File: src/cgrm_defs.svh
// cgrm_defs.svh: register offsets, field positions and reset values of the counter sequencer
// assumes inclusion by bare name from the design files
`ifndef CGRM_DEFS_SVH
`define CGRM_DEFS_SVH

// register byte offsets
`define CGRM_ADR_MODE    8'h00
`define CGRM_ADR_LOAD    8'h04
`define CGRM_ADR_HOLD    8'h08
`define CGRM_ADR_CMD     8'h0c
`define CGRM_ADR_COUNT   8'h10
`define CGRM_ADR_STATUS  8'h14

// mode register fields
`define CGRM_GATE_HI     15
`define CGRM_GATE_LO     13
`define CGRM_SEL_HI      7
`define CGRM_SEL_LO      5
`define CGRM_BIT_BCD     4
`define CGRM_BIT_UP      3
`define CGRM_MODE_RST    16'h0b00

// command register bits
`define CGRM_CMD_ARM     0
`define CGRM_CMD_DISARM  1
`define CGRM_CMD_LOAD    2

// mode-select codes of mode bits seven to five, and the no-gate code of the gating bits
`define CGRM_SEL_ALT     3'h3
`define CGRM_SEL_STROBE  3'h4
`define CGRM_SEL_RETRIG  3'h5
`define CGRM_SEL_RELSRC  3'h6
`define CGRM_GATE_NONE   3'h0

// terminal values and the Load and Hold reset values
`define CGRM_TERM_DOWN   16'h0001
`define CGRM_TERM_BCD    16'h9999
`define CGRM_TERM_BIN    16'hffff
`define CGRM_LOAD_RST    16'h0000
`define CGRM_HOLD_RST    16'h0000

`endif

File: src/cgrm_pkg.sv
// cgrm_pkg.sv: types shared by the counter sequencer modules
// assumes nothing beyond a SystemVerilog compiler
package cgrm_pkg;
  typedef enum logic [2:0] {
    CGRM_IDLE,
    CGRM_K,
    CGRM_L,
    CGRM_N,
    CGRM_O,
    CGRM_Q,
    CGRM_R,
    CGRM_S
  } cgrm_mode_t;
endpackage : cgrm_pkg

File: src/cgrm_edge_if.sv
// cgrm_edge_if.sv: synchronised pin level with its edge pulses
// assumes producer and consumer share i_sys_clk
interface cgrm_edge_if;
  logic level;
  logic rise;
  logic fall;
  modport drv (output level, output rise, output fall);
  modport use_side (input level, input rise, input fall);
endinterface : cgrm_edge_if

File: src/cgrm_pin_sync.sv
// cgrm_pin_sync.sv: two-flop synchroniser plus edge detector for one pin
// assumes an asynchronous pin and the system clock
module cgrm_pin_sync (
  input  wire logic  i_sys_clk,
  input  wire logic  i_nrst,
  input  wire logic  i_pin,
  cgrm_edge_if.drv   edge_o
);
  logic meta;
  logic sync;
  logic prev;
  logic next_meta;
  logic next_sync;
  logic next_prev;

  always_comb begin
    next_meta = i_pin;
    next_sync = meta;
    next_prev = sync;
  end

  always_ff @(posedge i_sys_clk or negedge i_nrst) begin
    if (!i_nrst) begin
      meta <= 1'b0;
      sync <= 1'b0;
      prev <= 1'b0;
    end else begin
      meta <= next_meta;
      sync <= next_sync;
      prev <= next_prev;
    end
  end

  assign edge_o.level = sync;
  assign edge_o.rise  = sync & ~prev;
  assign edge_o.fall  = ~sync & prev;
endmodule : cgrm_pin_sync

File: src/cgrm_counter.sv
// cgrm_counter.sv: one 16-bit counter sequencer for the gated, alternating and retrigger modes
// assumes a classic Wishbone master on i_sys_clk; source and gate pins are asynchronous
`include "cgrm_defs.svh"

module cgrm_counter (
  input  wire logic                 i_sys_clk,
  input  wire logic                 i_nrst,
  input  wire logic                 i_wb_cyc,
  input  wire logic                 i_wb_stb,
  input  wire logic                 i_wb_we,
  input  wire logic [7:0]           i_wb_adr,
  input  wire logic [3:0]           i_wb_sel,
  input  wire logic [31:0]          i_wb_dat,
  output      logic                 o_wb_ack,
  output      logic [31:0]          o_wb_dat,
  input  wire logic                 i_src,
  input  wire logic                 i_gate,
  output      logic                 o_tc,
  output      logic                 o_armed,
  output      cgrm_pkg::cgrm_mode_t o_mode
);
  import cgrm_pkg::*;

  ////////////////////////////////////////////////////////////////////////////
  // pin synchronisers
  cgrm_edge_if src_e ();
  cgrm_edge_if gate_e ();

  cgrm_pin_sync u_src_sync (
    .i_sys_clk (i_sys_clk),
    .i_nrst    (i_nrst),
    .i_pin     (i_src),
    .edge_o    (src_e)
  );

  cgrm_pin_sync u_gate_sync (
    .i_sys_clk (i_sys_clk),
    .i_nrst    (i_nrst),
    .i_pin     (i_gate),
    .edge_o    (gate_e)
  );

  ////////////////////////////////////////////////////////////////////////////
  // registers and state
  logic [15:0] mode_reg;
  logic [15:0] load_reg;
  logic [15:0] hold_reg;
  logic [15:0] count;
  logic        armed;
  logic        running;
  logic        phase;
  logic        retrig;
  logic        tc;
  logic        ack;
  logic [31:0] rdata;

  logic [15:0] next_mode_reg;
  logic [15:0] next_load_reg;
  logic [15:0] next_hold_reg;
  logic [15:0] next_count;
  logic        next_armed;
  logic        next_running;
  logic        next_phase;
  logic        next_retrig;
  logic        next_tc;
  logic        next_ack;
  logic [31:0] next_rdata;

  cgrm_mode_t  mode;
  logic [2:0]  gating;
  logic        gate_act;
  logic        gate_trig;
  logic        qualified;
  logic        at_term;
  logic [15:0] sel_reload;
  logic        req;
  logic        wr;
  logic        cmd_arm;
  logic        cmd_disarm;
  logic        cmd_load;

  ////////////////////////////////////////////////////////////////////////////
  // one count step, binary or four-digit decimal, up or down
  function automatic logic [15:0] cgrm_step(input logic [15:0] v, input logic up, input logic bcd);
    logic [15:0] r;
    logic        c;
    r = v;
    c = 1'b1;
    if (!bcd) begin
      r = up ? v + 16'h0001 : v - 16'h0001;
    end else begin
      for (int i = 0; i < 4; i++) begin
        if (c) begin
          if (up) begin
            if (r[4*i +: 4] == 4'h9) begin
              r[4*i +: 4] = 4'h0;
            end else begin
              r[4*i +: 4] = r[4*i +: 4] + 4'h1;
              c = 1'b0;
            end
          end else begin
            if (r[4*i +: 4] == 4'h0) begin
              r[4*i +: 4] = 4'h9;
            end else begin
              r[4*i +: 4] = r[4*i +: 4] - 4'h1;
              c = 1'b0;
            end
          end
        end
      end
    end
    return r;
  endfunction : cgrm_step

  ////////////////////////////////////////////////////////////////////////////
  // mode decode
  assign gating = mode_reg[`CGRM_GATE_HI:`CGRM_GATE_LO];

  always_comb begin
    mode = CGRM_IDLE;
    if (gating == `CGRM_GATE_NONE) begin
      if (mode_reg[`CGRM_SEL_HI:`CGRM_SEL_LO] == `CGRM_SEL_RELSRC) begin
        mode = CGRM_S;
      end
    end else if (gating[2]) begin
      unique case (mode_reg[`CGRM_SEL_HI:`CGRM_SEL_LO])
        `CGRM_SEL_ALT:    mode = gating[1] ? CGRM_L : CGRM_K;
        `CGRM_SEL_STROBE: mode = gating[1] ? CGRM_O : CGRM_N;
        `CGRM_SEL_RETRIG: mode = gating[1] ? CGRM_R : CGRM_Q;
        default:          mode = CGRM_IDLE;
      endcase
    end
  end

  // gate polarity: gating bit 0 set means active low
  assign gate_act  = gate_e.level ^ gating[0];
  assign gate_trig = gating[0] ? gate_e.fall : gate_e.rise;

  assign at_term = mode_reg[`CGRM_BIT_UP]
                 ? (mode_reg[`CGRM_BIT_BCD] ? count == `CGRM_TERM_BCD : count == `CGRM_TERM_BIN)
                 : count == `CGRM_TERM_DOWN;

  // in mode S gate low selects Load, high selects Hold; all other modes use Load
  assign sel_reload = (mode == CGRM_S && gate_e.level) ? hold_reg : load_reg;

  ////////////////////////////////////////////////////////////////////////////
  // bus decode
  assign req        = i_wb_cyc & i_wb_stb & ~ack;
  assign wr         = req & i_wb_we;
  assign cmd_arm    = wr & i_wb_sel[0] & (i_wb_adr == `CGRM_ADR_CMD) & i_wb_dat[`CGRM_CMD_ARM];
  assign cmd_disarm = wr & i_wb_sel[0] & (i_wb_adr == `CGRM_ADR_CMD) & i_wb_dat[`CGRM_CMD_DISARM];
  assign cmd_load   = wr & i_wb_sel[0] & (i_wb_adr == `CGRM_ADR_CMD) & i_wb_dat[`CGRM_CMD_LOAD];

  ////////////////////////////////////////////////////////////////////////////
  // counting sequencer
  always_comb begin
    unique case (mode)
      CGRM_K, CGRM_N, CGRM_Q: qualified = armed & gate_act;
      // gate level not looked at once started
      // counts all source edges once started
      CGRM_L, CGRM_O, CGRM_R: qualified = armed & running;
      // gate level picks the reload value only, not the counted edges
      CGRM_S:                 qualified = armed;
      CGRM_IDLE:              qualified = 1'b0;
    endcase
  end

  always_comb begin
    next_count   = count;
    next_armed   = armed;
    next_running = running;
    next_phase   = phase;
    next_retrig  = retrig;
    next_tc      = 1'b0;
    next_hold_reg = hold_reg;
    if (wr && (i_wb_adr == `CGRM_ADR_HOLD)) begin
      if (i_wb_sel[0]) next_hold_reg[7:0]  = i_wb_dat[7:0];
      if (i_wb_sel[1]) next_hold_reg[15:8] = i_wb_dat[15:8];
    end
    if (src_e.rise && qualified) begin
      if (retrig) begin
        // first qualified edge after retrigger loads Load
        next_count  = load_reg;
        next_retrig = 1'b0;
      end else if (at_term) begin
        next_tc = 1'b1;
        unique case (mode)
          CGRM_K: begin
            next_count = phase ? load_reg : hold_reg;
            next_phase = ~phase;
          end
          // Hold first, Load second, then halt
          CGRM_L: begin
            next_count = phase ? load_reg : hold_reg;
            next_phase = ~phase;
            if (phase) next_running = 1'b0;
          end
          CGRM_N, CGRM_O: begin
            next_count   = load_reg;
            next_armed   = 1'b0;
            next_running = 1'b0;
          end
          CGRM_Q: next_count = load_reg;
          CGRM_R: begin
            next_count   = load_reg;
            next_running = 1'b0;
          end
          CGRM_S: begin
            next_count = sel_reload;
            next_phase = ~phase;
            if (phase) next_armed = 1'b0;
          end
          CGRM_IDLE: next_count = load_reg;
        endcase
      end else begin
        next_count = cgrm_step(count, mode_reg[`CGRM_BIT_UP], mode_reg[`CGRM_BIT_BCD]);
      end
    end
    // gate edges; the save into Hold wins over a software write
    if (gate_trig) begin
      unique case (mode)
        // start only when armed and stopped
        CGRM_L: if (armed && !running) begin
          next_running = 1'b1;
          next_phase   = 1'b0;
        end
        CGRM_N: if (armed) begin
          next_hold_reg = count;
          next_retrig   = 1'b1;
        end
        // start and retrigger on every edge while armed
        // start and retrigger on every edge while armed
        CGRM_O, CGRM_R: if (armed) begin
          next_running  = 1'b1;
          next_hold_reg = count;
          next_retrig   = 1'b1;
        end
        CGRM_Q: begin
          next_hold_reg = count;
          next_retrig   = 1'b1;
        end
        CGRM_K, CGRM_S, CGRM_IDLE: next_retrig = retrig;
      endcase
    end
    if (cmd_load) begin
      next_count  = sel_reload;
      next_retrig = 1'b0;
    end
    if (cmd_disarm) begin
      next_armed   = 1'b0;
      next_running = 1'b0;
      next_retrig  = 1'b0;
    end else if (cmd_arm) begin
      // phase restarts with Hold after arm
      next_armed = 1'b1;
      next_phase = 1'b0;
    end
  end

  always_ff @(posedge i_sys_clk or negedge i_nrst) begin
    if (!i_nrst) begin
      count    <= 16'h0000;
      armed    <= 1'b0;
      running  <= 1'b0;
      phase    <= 1'b0;
      retrig   <= 1'b0;
      tc       <= 1'b0;
      hold_reg <= `CGRM_HOLD_RST;
    end else begin
      count    <= next_count;
      armed    <= next_armed;
      running  <= next_running;
      phase    <= next_phase;
      retrig   <= next_retrig;
      tc       <= next_tc;
      hold_reg <= next_hold_reg;
    end
  end

  ////////////////////////////////////////////////////////////////////////////
  // wishbone slave: ack one cycle after the request is seen
  always_comb begin
    next_mode_reg = mode_reg;
    next_load_reg = load_reg;
    next_ack      = req;
    next_rdata    = 32'h0000_0000;
    if (wr && (i_wb_adr == `CGRM_ADR_MODE)) begin
      if (i_wb_sel[0]) next_mode_reg[7:0]  = i_wb_dat[7:0];
      if (i_wb_sel[1]) next_mode_reg[15:8] = i_wb_dat[15:8];
    end
    if (wr && (i_wb_adr == `CGRM_ADR_LOAD)) begin
      if (i_wb_sel[0]) next_load_reg[7:0]  = i_wb_dat[7:0];
      if (i_wb_sel[1]) next_load_reg[15:8] = i_wb_dat[15:8];
    end
    if (req && !i_wb_we) begin
      unique case (i_wb_adr)
        `CGRM_ADR_MODE:   next_rdata = {16'h0000, mode_reg};
        `CGRM_ADR_LOAD:   next_rdata = {16'h0000, load_reg};
        `CGRM_ADR_HOLD:   next_rdata = {16'h0000, hold_reg};
        `CGRM_ADR_COUNT:  next_rdata = {16'h0000, count};
        `CGRM_ADR_STATUS: next_rdata = {27'h0000000, gate_e.level, retrig, phase, running, armed};
        default:          next_rdata = 32'h0000_0000;
      endcase
    end
  end

  always_ff @(posedge i_sys_clk or negedge i_nrst) begin
    if (!i_nrst) begin
      mode_reg <= `CGRM_MODE_RST;
      load_reg <= `CGRM_LOAD_RST;
      ack      <= 1'b0;
      rdata    <= 32'h0000_0000;
    end else begin
      mode_reg <= next_mode_reg;
      load_reg <= next_load_reg;
      ack      <= next_ack;
      rdata    <= next_rdata;
    end
  end

  assign o_wb_ack = ack;
  assign o_wb_dat = rdata;
  assign o_tc     = tc;
  assign o_armed  = armed;
  assign o_mode   = mode;
endmodule : cgrm_counter

File: config.mk
export PLATFORM = sky130hd
export DESIGN_NAME = cgrm_counter
export DESIGN_NICKNAME = d
export VERILOG_FILES = /design/src/cgrm_pkg.sv /design/src/cgrm_edge_if.sv /design/src/cgrm_pin_sync.sv /design/src/cgrm_counter.sv
export VERILOG_INCLUDE_DIRS = /design/src
export SDC_FILE = /design/constraint.sdc
export NUM_CORES = 1
export LEC_CHECK = 0
export BUFFER_PORTS_ARGS = -buffer_cell sky130_fd_sc_hd__buf_2
export CORE_MARGIN = 4
export CORE_UTILIZATION = 59
export CTS_CLUSTER_DIAMETER = 60
export DETAILED_ROUTE_END_ITERATION = 7
export GPL_TIMING_DRIVEN = 0
export PLACE_DENSITY = 0.81
export SYNTH_ARGS = -nofsm -noshare
export SYNTH_HDL_FRONTEND = slang
export SYNTH_SLANG_ARGS = --single-unit
File: constraint.sdc
create_clock -name i_sys_clk -period 3.3 [get_ports i_sys_clk]
set_clock_uncertainty 0.2 [all_clocks]
set_input_delay 0.165 -clock i_sys_clk [delete_from_list [all_inputs] [get_ports i_sys_clk]]
set_output_delay 0.165 -clock i_sys_clk [all_outputs]
set_load 0.05 [all_outputs]
==> results list, run 1 <==
- Outcome: complete, no violations
- Buffers added to address setup during post-CTS repair amount to 0.
* Most common flop cell mapped by yosys: sky130_fd_sc_hd__dfrtp_1
- Synthesis instantiated 81 different standard cells from the library.
* Post-DP HPWL: 15,400 µm
- The later pin in the worst-skew pair is clocked with a latency of 0.38 ns.
- Count of routing violations after the opening detailed-route iteration: 862
- Num ports: 89
- Final critical-path share of the clock period: 96.9%
- Worst slack after detailed placement: 0.150 ns
- By area, the combinational part of the netlist is dominated by simple AND/OR/NAND/NOR gates.
- Post-place instance area: 7090 µm²
* Effective utilization at floorplan: 60.5%
* Maximum number of pins on one net before global-route repair: 53
- For this run, asynchronously set or reset flops after synthesis account for 100%.
- Of the post-synthesis cell area, the part taken by muxes is 13.3%.
* Detailed-route DRC error count: 0
- After routing the design area is 7470 µm².
- Power spread over the standard cell area amounts to 287 nW/µm².
- Kind of critical path: register to register
- Clock-pin transition on the worst setup and hold timing paths: 0.09 ns
* # H-tree levels: 3
* Inst Count DP: 939
- In this run, CTS created clock tree buffers numbering 9.
* Gate Count Post-Synth: 730
- The initialized floorplan defines 38 standard-cell rows.
* Adder-cell share of the synthesized area: 0.572%
* Drt total wl: 20,900 µm
* Crit end category: register
* Total internal power: 0.00157 W
- Sequence of cells on the critical path: clkbuf_1, inv_1, ha_1, or4b_2, nor3_1, nor2_1, xor2_1, o21ai_1, o21ai_0, o31ai_1
* Area of the die: 12,900 µm²
- Cell at the root of the clock tree: sky130_fd_sc_hd__clkbuf_8
* Chip width: 113 µm
- Number of buffers inserted by port buffering: 53
- In this run, synthesis produced a sequential element count of 92.
- The number of global-route vias before repair came to 6,315.
* Worst vdd ir: 0.000332 V
* Mean area per synthesized cell: 8.99 µm²
- Syn-to-layout area delta: 13.9%
- The floorplan step set the die height to 113 µm.
* Power share of the clock group: 36.9%
* Final weighted congestion in routability-driven placement: 0.944
- For this run, the register share of the synthesized area comes to 35.2%.
- Worst path required time: 3.37 ns
- Simple-gate area share of the yosys netlist: 21.3%
- The number of antenna diodes in the final layout is 0.
- Max-cap violations in this run came to 0.
- The routed layout has 6,525 vias.
* Commonest cells after routing, fill and taps aside: sky130_fd_sc_hd__dfrtp_1, sky130_fd_sc_hd__nand2_1, sky130_fd_sc_hd__buf_2
- The final-report max-slew violation count was 0.
- In this run the tightest slew margin relative to its limit is 43.9%.
- Switching power of the nets: 0.000572 W
- The synthesized netlist devotes 2.54% of its cell area to XOR and XNOR gates.
* Number of sinks driven by the clock tree: 92
* Number of antenna violations at the first check in global routing: 0
- For the final routed database, the setup TNS stands at 0 ns.
- The first global-routing pass estimated 33,800 µm of wire.
* Clock period minus final worst setup slack: 3.20 ns
- Max Root-Sink Buffers: 2
- Global-route usage over all layers: 33.0%
- For this design, the slowest cell found on the critical path is sky130_fd_sc_hd__or4b_2.
- Net switching fraction of the power: 26.7%
- The library cell used most frequently in the layout, excluding fill and tap cells, is sky130_fd_sc_hd__dfrtp_1.
- Setup repair after global routing missed its margin: no
* Delay of the slowest critical-path stage: 0.72 ns
* Count of endpoints failing setup in the final report: 0
- After detailed routing, the average wire length per cell comes to 21.4 µm.
- Tightest Pin Transition: 0.841 ns
- The first detailed-routing pass took 7 iterations.
* Worst path arrival time: 3.27 ns
- The synthesized netlist devotes 20.0% of its cell area to compound gates.
- In the final design database the tool counted 882 nets.
- The mapped netlist covers 6560 µm².
- Yosys printed 0 warnings.
- Fraction of final layout cells with drive strength greater than 1: 21.7%
- Once routing completed, OpenROAD measured the worst setup slack at 0.103 ns.
- Leaving out filler cells and counting taps, the final layout contains 973.
- Counting flops with a built-in enable in the synthesized netlist gives 0.
- Max Clk Rate: 0.313 GHz
* Logic gate share of total power: 9.7%
- After global routing the overflow that remains totals 0.
* Clock tree from TritonCTS: built
* Class of the most critical hold timing path: input pin to register
- Along the worst path, the maximum fanout reaches 9.
- Static leakage: 3.16 nW
* Count of antenna-violating nets left after detailed routing: 0
* Core area: 10,800 µm²
- Worst Setup Start Kind: register
- Proportion of power drawn by flip-flops and latches: 53.4%
* Number of vias per cell: 6.71
- Fin. Hold Viols: 0
worst max-delay path: cells and delay by family (launching register included):
family,cells,cell delay [ns]
and+or+nand+nor,3,1.00
AOI/OAI and AO/OA,3,0.75
DFF,1,0.41
buffers and inverters,2,0.35
adders and majority gates,1,0.23
xor gates and xnor gates,1,0.14
cell usage after synthesis (all sizes together), types with 4 or more instances:
cell	n	area, µm²
dfrtp	89	2230
nand2	62	243
a21oi	58	290
nor2	52	198
mux2	47	529
clkbuf	44	165
buf	36	249
o21ai	35	179
mux2i	34	340
nand3	19	95.1
nor3	16	90.1
a22oi	15	113
nor4	15	130
inv	14	52.6
a31oi	12	75.1
nand4	12	90.1
nand3b	11	82.6
xnor2	11	96.3
o22ai	9	56.3
or3	9	56.3
a211oi	8	65.1
xor2	8	70.1
and3	7	43.8
nor2b	7	43.8
a221oi	6	58.8
a32oi	6	71.3
and2	5	31.3
and4	5	43.8
nor4b	5	43.8
o31ai	5	37.5
a2111oi	4	60.1
a21o	4	30.0
nand2b	4	25.0
o21a	4	30.0
or4	4	41.3
or4b	4	40.0
what timing repair did:
action | 4_1_cts | 5_1_grt
setup endpoints to repair | 0 | 7
hold endpoints to repair | 91 | 0
hold buffers | 18 | 0
gates resized for setup | 0 | 3
path summary, 6_finish.rpt:
kind	depth (start not counted)	slack [ns]	end	start
worst max-delay path	10	0.10	count[6]	count[0]
worst min-delay path	3	0.04	o_wb_ack	i_wb_stb
worst max register to register	10	0.10	count[6]	count[0]
worst min register to register	0	0.16	u_src_sync.edge_o.level	u_src_sync.meta
max in group asynchronous	3	2.15	hold_reg[3]	i_nrst
min in group asynchronous	2	0.10	count[9]	i_nrst
kinds of logic after synthesis:
group | after synthesis
AOI/OAI and AO/OA | 191
xor gates and xnor gates | 19
adders and majority gates | 3
buffers and inverters | 94
DFF | 92
muxes | 81
other | 1
and+or+nand+nor | 249
area by class of cell:
class                      instances  area [µm²]
sequential                        92        2310
timing repair buffer              72         475
fill                             845        3370
buffer                            80         414
inverter                          14        52.6
clock inverter                     6        70.1
multi-input combinational        559        3850
tap                              140         175
clock buffer                      10         128
per-layer routing:
| metal | vias to the layer above | routed length (µm) | GRT usage, % |
|---|---|---|---|
| met5 | - | 0 | 0 |
| met4 | 0 | 807 | 14.7 |
| met3 | 85 | 2030 | 4.77 |
| met2 | 444 | 9610 | 51.5 |
| met1 | 3126 | 8410 | 46.0 |
| li1 | 2870 | - | - |
power groups by stage:
stage	logic, W	clock network [W]	registers, W
finish	0.000207	0.000791	0.00115
global route	0.000223	0.000846	0.00115
CTS	0.000204	0.000794	0.00115
detailed placement	0.000187	0	0.00117
global placement	0.000177	0	0.00117
floorplan	0.000113	0	0.00117
stage by stage:
stage / power (W) / util [%] / hold WS [ns]
finish: 0.00214 / 69.0 / 0.0441
detailed placement: 0.00135 / 65.4 / -0.0154
CTS: 0.00214 / 68.9 / 0.0269
global route: 0.00222 / 69.0 / 0.0490
floorplan: 0.00128 / - / -0.331
global placement: 0.00134 / 65.1 / 0.0773
(Power assumes the default switching activity.)
==> run 2: changes to the inputs <==
Settings changed: CELL_PAD_IN_SITES_DETAIL_PLACEMENT set to 1, CELL_PAD_IN_SITES_GLOBAL_PLACEMENT set to 1, CORE_UTILIZATION 59 to 45, PLACE_DENSITY 0.81 to unset, PLACE_DENSITY_LB_ADDON set to 0.1, SYNTH_HIERARCHICAL set to 1.
==> results list, run 2 <==
- Syn-to-layout area delta: 18.0%
- Measured along the y axis, the die boundary spans 128 µm.
- Clock-pin slew was measured on the worst setup and hold paths at 0.07 ns.
- Via count of the first global-routing pass: 6,608
- For this run, global-route usage on met3 was measured as 4.21%.
- Setup repair after global routing missed its margin: no
- # H-tree levels: 3
- The first routing iteration left 676 violations.
* M2 GR Usage: 49.9%
- The number of antenna violations at the first check in global routing came to 0.
* Met1 usage in global routing: 39.4%
* Detailed-route DRC error count: 0
- Fin. Hold Viols: 0
* Clock tree from TritonCTS: built
- The first global-routing pass estimated 37,900 µm of wire.
- Static leakage: 3.22 nW
- Commonest cells after routing, fill and taps aside: sky130_fd_sc_hd__dfrtp_1, sky130_fd_sc_hd__nor2_1, sky130_fd_sc_hd__buf_2
* TritonRoute pass-1 iters: 5
- Cell at the root of the clock tree: sky130_fd_sc_hd__clkbuf_16
* Power Total: 0.00251 W
- The path class of the tightest hold or removal check is input pin to async pin.
* Max Clk Rate: 0.305 GHz
* Outcome: complete, no violations
- Final hold analysis gives a worst-case slack of 0.0850 ns.
- At the worst endpoint, the required time is 3.31 ns.
- Critical-path maximum fanout: 10
- After detailed routing, the number of vias per cell comes to 6.43.
- Drt total wl: 24,300 µm
* Kind of critical path: register to register
* Post-route design area: 7600 µm²
- The final-report max-slew violation count was 0.
- In this run the count of I/O pins placed on the die edge is 89.
- Worst path arrival time: 3.29 ns
- Traced cell by cell, the critical path runs through buf_2, buf_2, buf_1, clkbuf_2, nor4_1, o311ai_0, o211ai_1, a211oi_1, a211oi_1.
* Max Root-Sink Buffers: 2
* Worst Setup Start Kind: register
- Post-synthesis cell area: 6440 µm²
* Antenna cells: 0
- Pwr Density: 330 nW/µm²
* CTS Buf Count: 9
* Final critical-path share of the clock period: 99.4%
- For the worst-skew pair, the clock arrives at the later sink with an insertion delay of 0.35 ns.
- For the finished layout, the period the worst path requires is 3.28 ns.
* Tightest Pin Transition: 1.18 ns
- The floorplan step defined a core boundary enclosing 13,900 µm².
* Worst-path cell with the longest stage delay: sky130_fd_sc_hd__buf_1
- Via count: 6,512
- In the post-route analysis, the smallest setup slack over all paths is 0.0191 ns.
- Drt wl/cell: 24.1 µm
* Count of endpoints failing setup in the final report: 0
* Post-place instance area: 7020 µm²
- Headroom to the max-slew limit came out at 21.2%.
* Gate Count Post-Synth: 722
* Delay of the slowest critical-path stage: 0.49 ns
- Most common library cell in the layout ignoring fill and taps: sky130_fd_sc_hd__dfrtp_1
- Entering global routing, the biggest net connects 66 pins.
- Buffers placed on the I/O ports in this run total 53.
- Area of the die: 16,300 µm²
- Yosys printed 6 warnings.
- In this run the horizontal extent of the chip is 128 µm.
- Overflow left after global routing: 0
- For this run, the total global-route usage over all layers was measured as 29.9%.
- Crit end category: register
- Top cell family by delay on the critical path: buffers and inverters
* Setup slack on the worst flop-to-flop path: 0.02 ns
* Final #Nets: 881
- OpenSTA, run right after detailed placement, puts the worst setup slack at -0.122 ns.
- Final weighted congestion in routability-driven placement: 0.924
* Post-DP HPWL: 18,000 µm
- Once detail routing completed, the nets flagged for antenna violations numbered 0.
- Count of maximum capacitance violations: 0
* Worst vdd ir: 0.000408 V
- Buffers & Inverters on Critical Path: 4
- Busiest layer in global routing: met2
- Effective utilization at floorplan: 46.2%
* Mean area per synthesized cell: 8.92 µm²
* Number of sinks driven by the clock tree: 92
* Standard-cell rows: 43
- In the final layout, the share of cells above drive strength 1 is 21.4%.
## run 2: worst register-to-register path: cells and delay by family, from the launching register on
kind / cells / cell delay (ns)
simple gates: 1 / 0.11
flops: 1 / 0.38
buf+inv: 4 / 1.44
compound gates: 4 / 1.01
## run 2: what timing repair did
action                                 4_1_cts  5_1_grt
pin swaps                                    1        1
setup endpoints to repair                    9       11
buffers inserted                             2        2
hold buffers                                21        0
resized for setup                            1       11
endpoints found under the hold margin      136        0
## run 2: power by group
| part | internal [W] | switching [W] | leakage (nW) | total (W) |
|---|---|---|---|---|
| Clock | 0.000670 | 0.000474 | 0.156 | 0.00114 |
| Combinational | 0.0000816 | 0.000135 | 1.93 | 0.000217 |
| Sequential | 0.00114 | 0.00000939 | 1.14 | 0.00115 |
| Total | 0.00189 | 0.000619 | 3.22 | 0.00251 |
## run 2: layer usage
layer	up-vias	wire length (µm)	part of all wire, %
li1	2887	-	-
met1	3286	10300	42
met2	282	11800	48
met3	57	1440	5.9
met4	0	848	3.5
met5	-	0	0
## run 2: final timing paths
| check | from | to | depth (start not counted) |
|---|---|---|---|
| setup / recovery | mode_reg[3] | count[7] | 9 |
| hold / removal | i_nrst | count[9] | 2 |
| setup reg to reg | mode_reg[3] | count[7] | 9 |
| hold reg to reg | u_gate_sync/meta | u_gate_sync/edge_o.level | 0 |
| max in group asynchronous | i_nrst | mode_reg[8] | 3 |
| min in group i_sys_clk | i_wb_we | o_wb_dat[0] | 3 |
## run 2: final cells by class
cell class                 count  area [µm²]
fill                        1646        6330
clock inverter                 7        98.8
clock buffer                   9         225
timing repair buffer          79         536
tap                          180         225
buffer                        80         388
inverter                      16        60.1
multi-input combinational    549        3760
sequential                    92        2310
## run 2: per-stage QoR
stage / TNS [ns] / cells / utilization, %
after global routing: 0 / 1012 / 54.5
after floorplan: 0 / 737 / -
final: 0 / 1012 / 54.5
after global placement: -0.322 / 970 / 50.2
after CTS: 0 / 1010 / 54.4
after detailed placement: -0.417 / 971 / 50.4
